===== config.mk =====
export PLATFORM = sky130hd
export DESIGN_NAME = monitor_command_security
export DESIGN_NICKNAME = d
export VERILOG_FILES = /design/src/hw/monitor_pkg.sv /design/src/hw/monitor_command_security.sv
export SDC_FILE = /design/constraint.sdc
export NUM_CORES = 1
export LEC_CHECK = 0
export BUFFER_PORTS_ARGS = -buffer_cell sky130_fd_sc_hd__buf_2
export CAP_MARGIN = 20
export CORE_UTILIZATION = 61
export CTS_CLUSTER_SIZE = 30
export DETAILED_ROUTE_END_ITERATION = 16
export PLACE_DENSITY_LB_ADDON = 0.3
export RECOVER_POWER = 50
export SLEW_MARGIN = 20
export SYNTH_ARGS = -nofsm -noshare
export SYNTH_HDL_FRONTEND = slang
export SYNTH_SLANG_ARGS = --single-unit
export TNS_END_PERCENT = 50

===== constraint.sdc =====
create_clock -name clk_sys_i -period 4.9 [get_ports clk_sys_i]
set_input_delay 0.245 -clock clk_sys_i [delete_from_list [all_inputs] [get_ports clk_sys_i]]
set_output_delay 0.245 -clock clk_sys_i [all_outputs]
set_load 0.05 [all_outputs]

===== src/hw/monitor_pkg.sv =====
// Shared constants and types for the monitor command interpreter
package monitor_pkg;
  localparam int          ADDR_W         = 16;
  localparam logic [7:0]  OP_IDX_WRITE   = 8'h19;
  localparam logic [7:0]  OP_IDX_READ    = 8'h1a;
  localparam logic [7:0]  OP_STACK_READ  = 8'h0c;
  localparam logic [7:0]  OP_RUN         = 8'h28;
  localparam logic [15:0] SEC_BASE       = 16'hfff6;
  localparam logic [2:0]  SEC_LAST       = 3'h7;
  localparam logic [7:0]  ERASED_BYTE    = 8'hff;
  localparam logic [7:0]  INVALID_BYTE   = 8'h00;
  localparam logic [15:0] SEC_FLAG_ADDR  = 16'h0040;
  localparam int          SEC_FLAG_BIT   = 6;
  localparam logic [2:0]  FRAME_LAST     = 3'h6;
  localparam logic [2:0]  OFF_X_HI       = 3'h1;
  localparam logic [2:0]  OFF_CC         = 3'h2;
  localparam logic [2:0]  OFF_ACC        = 3'h3;
  localparam logic [2:0]  OFF_X_LO       = 3'h4;
  localparam logic [2:0]  OFF_PC_HI      = 3'h5;
  localparam logic [2:0]  OFF_PC_LO      = 3'h6;
  localparam logic [15:0] ADDR_RESET     = 16'h0000;

  // CPU register frame saved at monitor entry and restored by run
  typedef struct packed {
    logic [7:0]  cc;
    logic [7:0]  acc;
    logic [7:0]  x_hi;
    logic [7:0]  x_lo;
    logic [15:0] pc;
  } cpu_frame_s;

  typedef enum logic [3:0] {
    ST_IDLE   = 4'b0000,
    ST_STACK  = 4'b0001,
    ST_SEC_RX = 4'b0010,
    ST_SEC_RD = 4'b0011,
    ST_FLAG   = 4'b0100,
    ST_BREAK  = 4'b0101,
    ST_CMD    = 4'b0110,
    ST_ECHO   = 4'b0111,
    ST_DATA   = 4'b1000,
    ST_WRITE  = 4'b1001,
    ST_READ   = 4'b1010,
    ST_REPLY  = 4'b1011,
    ST_PULL   = 4'b1100,
    ST_ERASE  = 4'b1101
  } mon_state_e;
endpackage : monitor_pkg


===== src/hw/monitor_command_security.sv =====
// Monitor-mode command interpreter with entry stacking and security gate
`timescale 1ns/1ps
`default_nettype none
module monitor_command_security
  import monitor_pkg::*;
(
  input  wire logic                     clk_sys_i,
  input  wire logic                     rst_b_i,
  input  wire logic                     por_i,
  input  wire logic                     mon_entry_i,
  input  wire monitor_pkg::cpu_frame_s  entry_frame_i,
  input  wire logic [15:0]              entry_sp_i,
  output logic                          run_o,
  output monitor_pkg::cpu_frame_s       run_frame_o,
  input  wire logic                     rx_valid_i,
  input  wire logic [7:0]               rx_data_i,
  output logic                          tx_valid_o,
  output logic                          tx_break_o,
  output logic [7:0]                    tx_data_o,
  input  wire logic                     tx_ready_i,
  output logic                          mem_req_o,
  output logic                          mem_we_o,
  output logic [15:0]                   mem_addr_o,
  output logic [7:0]                    mem_wdata_o,
  input  wire logic [7:0]               mem_rdata_i,
  input  wire logic                     mem_flash_i,
  input  wire logic                     mem_ack_i,
  input  wire logic                     bulk_erase_i,
  input  wire logic                     flash_fetch_i,
  output logic                          flash_unlocked_o,
  output logic                          illegal_addr_reset_o
);
  import monitor_pkg::*;

  mon_state_e  state_q, state_d, ret_q, ret_d;
  cpu_frame_s  frame_q, frame_d;
  logic [15:0] sp_q, sp_d, addr_q, addr_d, reply_q, reply_d;
  logic [15:0] maddr_q, maddr_d;
  logic [7:0]  op_q, op_d, echo_q, echo_d, wdata_q, wdata_d;
  logic [2:0]  idx_q, idx_d;
  logic        cnt_q, cnt_d, match_q, match_d, por_q, por_d;
  logic        unlocked_q, unlocked_d, run_q, run_d;
  logic [7:0]  rd_byte;

  // Byte of the frame at a given offset above SP
  function automatic logic [7:0] frame_byte(input cpu_frame_s f, input logic [2:0] off);
    case (off)
      OFF_X_HI:  frame_byte = f.x_hi;
      OFF_CC:    frame_byte = f.cc;
      OFF_ACC:   frame_byte = f.acc;
      OFF_X_LO:  frame_byte = f.x_lo;
      OFF_PC_HI: frame_byte = f.pc[15:8];
      OFF_PC_LO: frame_byte = f.pc[7:0];
      default:   frame_byte = INVALID_BYTE;
    endcase
  endfunction : frame_byte

  // Locked flash reads yield a fixed invalid value
  assign rd_byte = (mem_flash_i && !unlocked_q) ? INVALID_BYTE : mem_rdata_i;

  // Handshake and memory strobes decode from state
  assign tx_valid_o  = (state_q == ST_ECHO) || (state_q == ST_REPLY) || (state_q == ST_BREAK);
  assign tx_break_o  = (state_q == ST_BREAK);
  assign mem_req_o   = (state_q == ST_STACK) || (state_q == ST_SEC_RD) || (state_q == ST_FLAG) ||
                       (state_q == ST_WRITE) || (state_q == ST_READ) || (state_q == ST_PULL) ||
                       (state_q == ST_ERASE);
  assign mem_we_o    = (state_q == ST_STACK) || (state_q == ST_FLAG) || (state_q == ST_WRITE) ||
                       (state_q == ST_ERASE);
  assign mem_addr_o  = maddr_q;
  assign mem_wdata_o = wdata_q;
  assign tx_data_o   = (state_q == ST_REPLY) ? reply_q[15:8] : echo_q;
  assign run_o       = run_q;
  assign run_frame_o = frame_q;
  assign flash_unlocked_o     = unlocked_q;
  assign illegal_addr_reset_o = flash_fetch_i && !unlocked_q;

  // Next-state logic for the whole interpreter
  always_comb
  begin
    state_d    = state_q;
    ret_d      = ret_q;
    frame_d    = frame_q;
    sp_d       = sp_q;
    addr_d     = addr_q;
    reply_d    = reply_q;
    maddr_d    = maddr_q;
    op_d       = op_q;
    echo_d     = echo_q;
    wdata_d    = wdata_q;
    idx_d      = idx_q;
    cnt_d      = cnt_q;
    match_d    = match_q;
    por_d      = por_q;
    unlocked_d = unlocked_q;
    run_d      = 1'b0;
    case (state_q)
      ST_IDLE:
      begin
        if (mon_entry_i)
        begin
          // Software interrupt stacking, then index high pushed last
          frame_d = entry_frame_i;
          sp_d    = entry_sp_i;
          maddr_d = entry_sp_i;
          idx_d   = FRAME_LAST;
          wdata_d = frame_byte(entry_frame_i, FRAME_LAST);
          state_d = ST_STACK;
        end
      end
      ST_STACK:
      begin
        if (mem_ack_i)
        begin
          sp_d = sp_q - 16'h0001;
          if (idx_q == OFF_X_HI)
          begin
            idx_d   = 3'h0;
            match_d = 1'b1;
            state_d = por_q ? ST_SEC_RX : ST_BREAK;
          end
          else
          begin
            idx_d   = idx_q - 3'h1;
            maddr_d = sp_q - 16'h0001;
            wdata_d = frame_byte(frame_q, idx_q - 3'h1);
          end
        end
      end
      ST_SEC_RX:
      begin
        if (rx_valid_i)
        begin
          echo_d  = rx_data_i;
          maddr_d = SEC_BASE + {13'h0000, idx_q};
          ret_d   = ST_SEC_RD;
          state_d = ST_ECHO;
        end
      end
      ST_SEC_RD:
      begin
        if (mem_ack_i)
        begin
          // Raw compare; the lock gate does not apply to the comparator
          match_d = match_q && (mem_rdata_i == echo_q);
          idx_d   = idx_q + 3'h1;
          state_d = ST_SEC_RX;
          if (idx_q == SEC_LAST)
          begin
            unlocked_d = match_q && (mem_rdata_i == echo_q);
            maddr_d    = SEC_FLAG_ADDR;
            wdata_d    = 8'h00;
            wdata_d[SEC_FLAG_BIT] = match_q && (mem_rdata_i == echo_q);
            state_d    = ST_FLAG;
          end
        end
      end
      ST_FLAG:
      begin
        if (mem_ack_i)
          state_d = ST_BREAK;
      end
      ST_BREAK:
      begin
        if (tx_ready_i)
          state_d = ST_CMD;
      end
      ST_CMD:
      begin
        if (bulk_erase_i && !unlocked_q)
        begin
          // Erase after a failed attempt blanks every security byte
          idx_d   = 3'h0;
          maddr_d = SEC_BASE;
          wdata_d = ERASED_BYTE;
          state_d = ST_ERASE;
        end
        else if (rx_valid_i)
        begin
          op_d    = rx_data_i;
          echo_d  = rx_data_i;
          ret_d   = ST_CMD;
          state_d = ST_ECHO;
          case (rx_data_i)
            OP_IDX_WRITE:
              ret_d = ST_DATA;
            OP_IDX_READ:
            begin
              maddr_d = addr_q + 16'h0001;
              cnt_d   = 1'b0;
              ret_d   = ST_READ;
            end
            OP_STACK_READ:
            begin
              reply_d = sp_q + 16'h0001;
              cnt_d   = 1'b1;
              ret_d   = ST_REPLY;
            end
            OP_RUN:
            begin
              maddr_d = sp_q + 16'h0001;
              idx_d   = OFF_X_HI;
              ret_d   = ST_PULL;
            end
            default:
              ret_d = ST_CMD;
          endcase
        end
      end
      ST_ECHO:
      begin
        if (tx_ready_i)
          state_d = ret_q;
      end
      ST_DATA:
      begin
        if (rx_valid_i)
        begin
          echo_d  = rx_data_i;
          wdata_d = rx_data_i;
          maddr_d = addr_q + 16'h0001;
          ret_d   = ST_WRITE;
          state_d = ST_ECHO;
        end
      end
      ST_WRITE:
      begin
        if (mem_ack_i)
        begin
          addr_d  = maddr_q;
          state_d = ST_CMD;
        end
      end
      ST_READ:
      begin
        if (mem_ack_i)
        begin
          addr_d = maddr_q;
          if (!cnt_q)
          begin
            reply_d[15:8] = rd_byte;
            maddr_d       = maddr_q + 16'h0001;
            cnt_d         = 1'b1;
          end
          else
          begin
            reply_d[7:0] = rd_byte;
            state_d      = ST_REPLY;
          end
        end
      end
      ST_REPLY:
      begin
        if (tx_ready_i)
        begin
          reply_d = {reply_q[7:0], 8'h00};
          cnt_d   = 1'b0;
          if (!cnt_q)
            state_d = ST_CMD;
        end
      end
      ST_PULL:
      begin
        if (mem_ack_i)
        begin
          // Frame bytes may have been rewritten by the host
          case (idx_q)
            OFF_X_HI:  frame_d.x_hi     = mem_rdata_i;
            OFF_CC:    frame_d.cc       = mem_rdata_i;
            OFF_ACC:   frame_d.acc      = mem_rdata_i;
            OFF_X_LO:  frame_d.x_lo     = mem_rdata_i;
            OFF_PC_HI: frame_d.pc[15:8] = mem_rdata_i;
            default:   frame_d.pc[7:0]  = mem_rdata_i;
          endcase
          sp_d    = maddr_q;
          maddr_d = maddr_q + 16'h0001;
          idx_d   = idx_q + 3'h1;
          if (idx_q == OFF_PC_LO)
          begin
            run_d   = 1'b1;
            state_d = ST_IDLE;
          end
        end
      end
      ST_ERASE:
      begin
        if (mem_ack_i)
        begin
          idx_d   = idx_q + 3'h1;
          maddr_d = maddr_q + 16'h0001;
          if (idx_q == SEC_LAST)
            state_d = ST_CMD;
        end
      end
      default:
        state_d = ST_IDLE;
    endcase
    // Power-on clears the unlock; other resets leave it alone
    if (!rst_b_i)
    begin
      por_d = por_i;
      if (por_i)
        unlocked_d = 1'b0;
    end
  end

  // Register stage; unlock and reset cause are outside the reset branch
  always_ff @(posedge clk_sys_i)
  begin
    unlocked_q <= unlocked_d;
    por_q      <= por_d;
    if (!rst_b_i)
    begin
      state_q <= ST_IDLE;
      ret_q   <= ST_IDLE;
      frame_q <= '0;
      sp_q    <= ADDR_RESET;
      addr_q  <= ADDR_RESET;
      reply_q <= 16'h0000;
      maddr_q <= ADDR_RESET;
      op_q    <= 8'h00;
      echo_q  <= 8'h00;
      wdata_q <= 8'h00;
      idx_q   <= 3'h0;
      cnt_q   <= 1'b0;
      match_q <= 1'b0;
      run_q   <= 1'b0;
    end
    else
    begin
      state_q <= state_d;
      ret_q   <= ret_d;
      frame_q <= frame_d;
      sp_q    <= sp_d;
      addr_q  <= addr_d;
      reply_q <= reply_d;
      maddr_q <= maddr_d;
      op_q    <= op_d;
      echo_q  <= echo_d;
      wdata_q <= wdata_d;
      idx_q   <= idx_d;
      cnt_q   <= cnt_d;
      match_q <= match_d;
      run_q   <= run_d;
    end
  end
endmodule : monitor_command_security
`default_nettype wire


==> impl_metrics.json <==
{
  "stdcell_count": 1572,
  "synth_top_area_cell": "dfxtp_1",
  "fin_ws_ps": 874,
  "layout_commonest_cell": "nor2_1",
  "tightest_slew_ps": 2300,
  "setup-tns-final_ps": 0,
  "num_rows": 45,
  "cts_buffers": 17,
  "hp-class": "in -> reg",
  "postLayoutCoreUtil": 0.713,
  "wl_per_cell_microns": 22.7,
  "drv_slew": 166,
  "cts_root_buf": "clkbuf_16",
  "grt_setup_unrepaired": "no",
  "final_antenna_net_count": 0,
  "drive_gt1_frac": 0.138,
  "gr-total-overflow": 0,
  "fill_cells": 1298,
  "slew_headroom": -0.534,
  "netlist_top_cells_area": "dfxtp_1 30%, nor2_1 6.2%, a21oi_1 5.6%, a211oi_1 4.8%, xnor2_1 3.6%",
  "synth_enable_flop_cells": 1,
  "yosysUniqueCellTypes": 89,
  "drt-initial-drc-count": 1654,
  "maxCapViolations": 3,
  "critPathRequiredTime_ps": 5170,
  "finalPower_mw": 7.04,
  "die_h_microns": 128,
  "placed_cell_area_sq_mm": 0.0105,
  "drtPass1Iterations": 8,
  "dp.cells": 1541,
  "clock_skew_ps": 8.11,
  "final_cell_mix": "161 x nor2_1, 143 x dfxtp_1, 109 x a21oi_1",
  "grt_pass1_vias": 9898,
  "hold_slack_ps": 135,
  "syn_area_sq_mm": 0.00970,
  "grt_pass1_wl_mm": 54.4,
  "crit_path_start_kind": "register",
  "cts_setup_buffers": 0,
  "period_needed_ps": 4030,
  "crit_fanout": 25,
  "synth-seq-cells": 144,
  "syn_nets": 1358,
  "async_flop_share": 0,
  "setup_viol": 0,
  "violations": "capacitance limit, slew limit",
  "cp.arrival_ps": 4290,
  "die_area_sq_mm": 0.0164,
  "grt_max_degree": 105,
  "synth_top_area_share": 0.295,
  "finalCritPeriodShare": 0.822,
  "globalplace.congestion": 0.966,
  "yosysSeqAreaShare": 0.298,
  "area_growth_pct": 12.9,
  "max_freq_ghz": 0.248,
  "vias": 11100,
  "diodes": 0,
  "cts_max_level": 4,
  "clk_pin_slew_ps": 60,
  "clock_sinks": 144,
  "hp-start": "entry_sp_i[2]",
  "holdBufCountCts": 0,
  "cts_tree": "done",
  "pre_cts_ws_ps": 1500,
  "fin_area_sq_mm": 0.0110,
  "critical_path_class": "reg -> reg",
  "antenna_found_initial": 0,
  "syn_avg_cell_area_sq_um": 7.73,
  "critPathCaptureType": "register",
  "ys_dominant_reg_cell": "dfxtp_1",
  "die_x_microns": 128,
  "cts_resized": 0,
  "syn_inst": 1255,
  "dpl.hpwl_mm": 25.5,
  "hold_viol": 0,
  "r2r_start": "state_q[3]",
  "vias_per_cell": 7.04,
  "port-buffer-count": 176,
  "drt-total-wl_mm": 35.7,
  "p_per_area_mw_per_mm2": 642,
  "status": "finished with violations",
  "cts_max_path_buffers": 2,
  "fin_nets": 1452,
  "start_util": 0.631,
  "power.leakage_nw": 3.95,
  "route.detailed.drc": 0,
  "startpoint": "state_q[3]",
  "core-area_sq_mm": 0.0154,
  "clk_latency_ps": 430,
  "grt_use_total": 0.428,
  "io_pins": 177,
  "yosysWarnings": 0,
  "ir_drop_v": 0.000406
}
[flip-flops by register name, indices dropped and copies added, names as in the netlist]
register,flops
run_o,1
state_q,4
match_q,1
echo_q,8
reply_q,16
ret_q,4
sp_q,16
run_frame_o,48
flash_unlocked_o,1
por_q,1
mem_addr_o,16
cnt_q,1
mem_wdata_o,8
addr_q,16
idx_q,3
[metal layers]
layer / share of wire / global-route usage
met5: 0 / 0
met2: 0.44 / 0.664
met3: 0.12 / 0.0856
met4: 0.060 / 0.235
met1: 0.39 / 0.558
[worst max-delay path, cell delays in order, from the launching register on]
cell and delay [ps]:
dfxtp_1 830, clkbuf_1 830, nand2b_1 450, o32ai_1 190, a221o_1 310, or3_1 440, nand2_1 610, o32ai_1 210
[kinds of logic after synthesis]
logic type,Yosys count,synth area share
AOI/OAI and AO/OA,413,0.301
xor gates and xnor gates,58,0.0524
adders and majority gates,13,0.0168
buffers and inverters,162,0.0705
DFF,144,0.298
muxes,44,0.0468
and+or+nand+nor,421,0.214
[power by group]
group,internal [mW],switching [mW]
Combinational,1.15,2.66
Sequential,1.46,0.448
Clock,0.755,0.561
Total,3.37,3.67
[worst paths after layout]
check / endpoint / slack (ps) / depth (start not counted)
max reg2reg: mem_addr_o[1] / 870 / 7
min reg2reg: ret_q[3] / 470 / 2
min: mem_addr_o[2] / 130 / 3
max: mem_addr_o[1] / 870 / 7
[cells in the mapped netlist (all sizes together), types with 12 or more instances]
| master | number |
|---|---|
| nor3 | 30 |
| nor2 | 161 |
| o32ai | 19 |
| ha | 13 |
| nand4 | 23 |
| o22ai | 15 |
| a221oi | 24 |
| a31oi | 14 |
| a22oi | 21 |
| nand3 | 34 |
| xnor2 | 40 |
| nand2 | 68 |
| clkbuf | 86 |
| a211oi | 62 |
| o21ai | 51 |
| xor2 | 18 |
| nor4 | 25 |
| and2 | 12 |
| mux2i | 33 |
| a21oi | 110 |
| dfxtp | 143 |
| buf | 37 |
| nand2b | 13 |
| inv | 36 |
[layout make-up]
type	count	area (sq um)	area share
Multi-Input combinational cell	949	6140	0.560
Clock buffer	17	425	0.0388
Timing Repair Buffer	198	933	0.0852
Inverter	39	146	0.0134
Clock inverter	14	156	0.0143
Sequential cell	144	2890	0.264
Tap cell	211	264	0.0241
(Power assumes the default switching activity.)
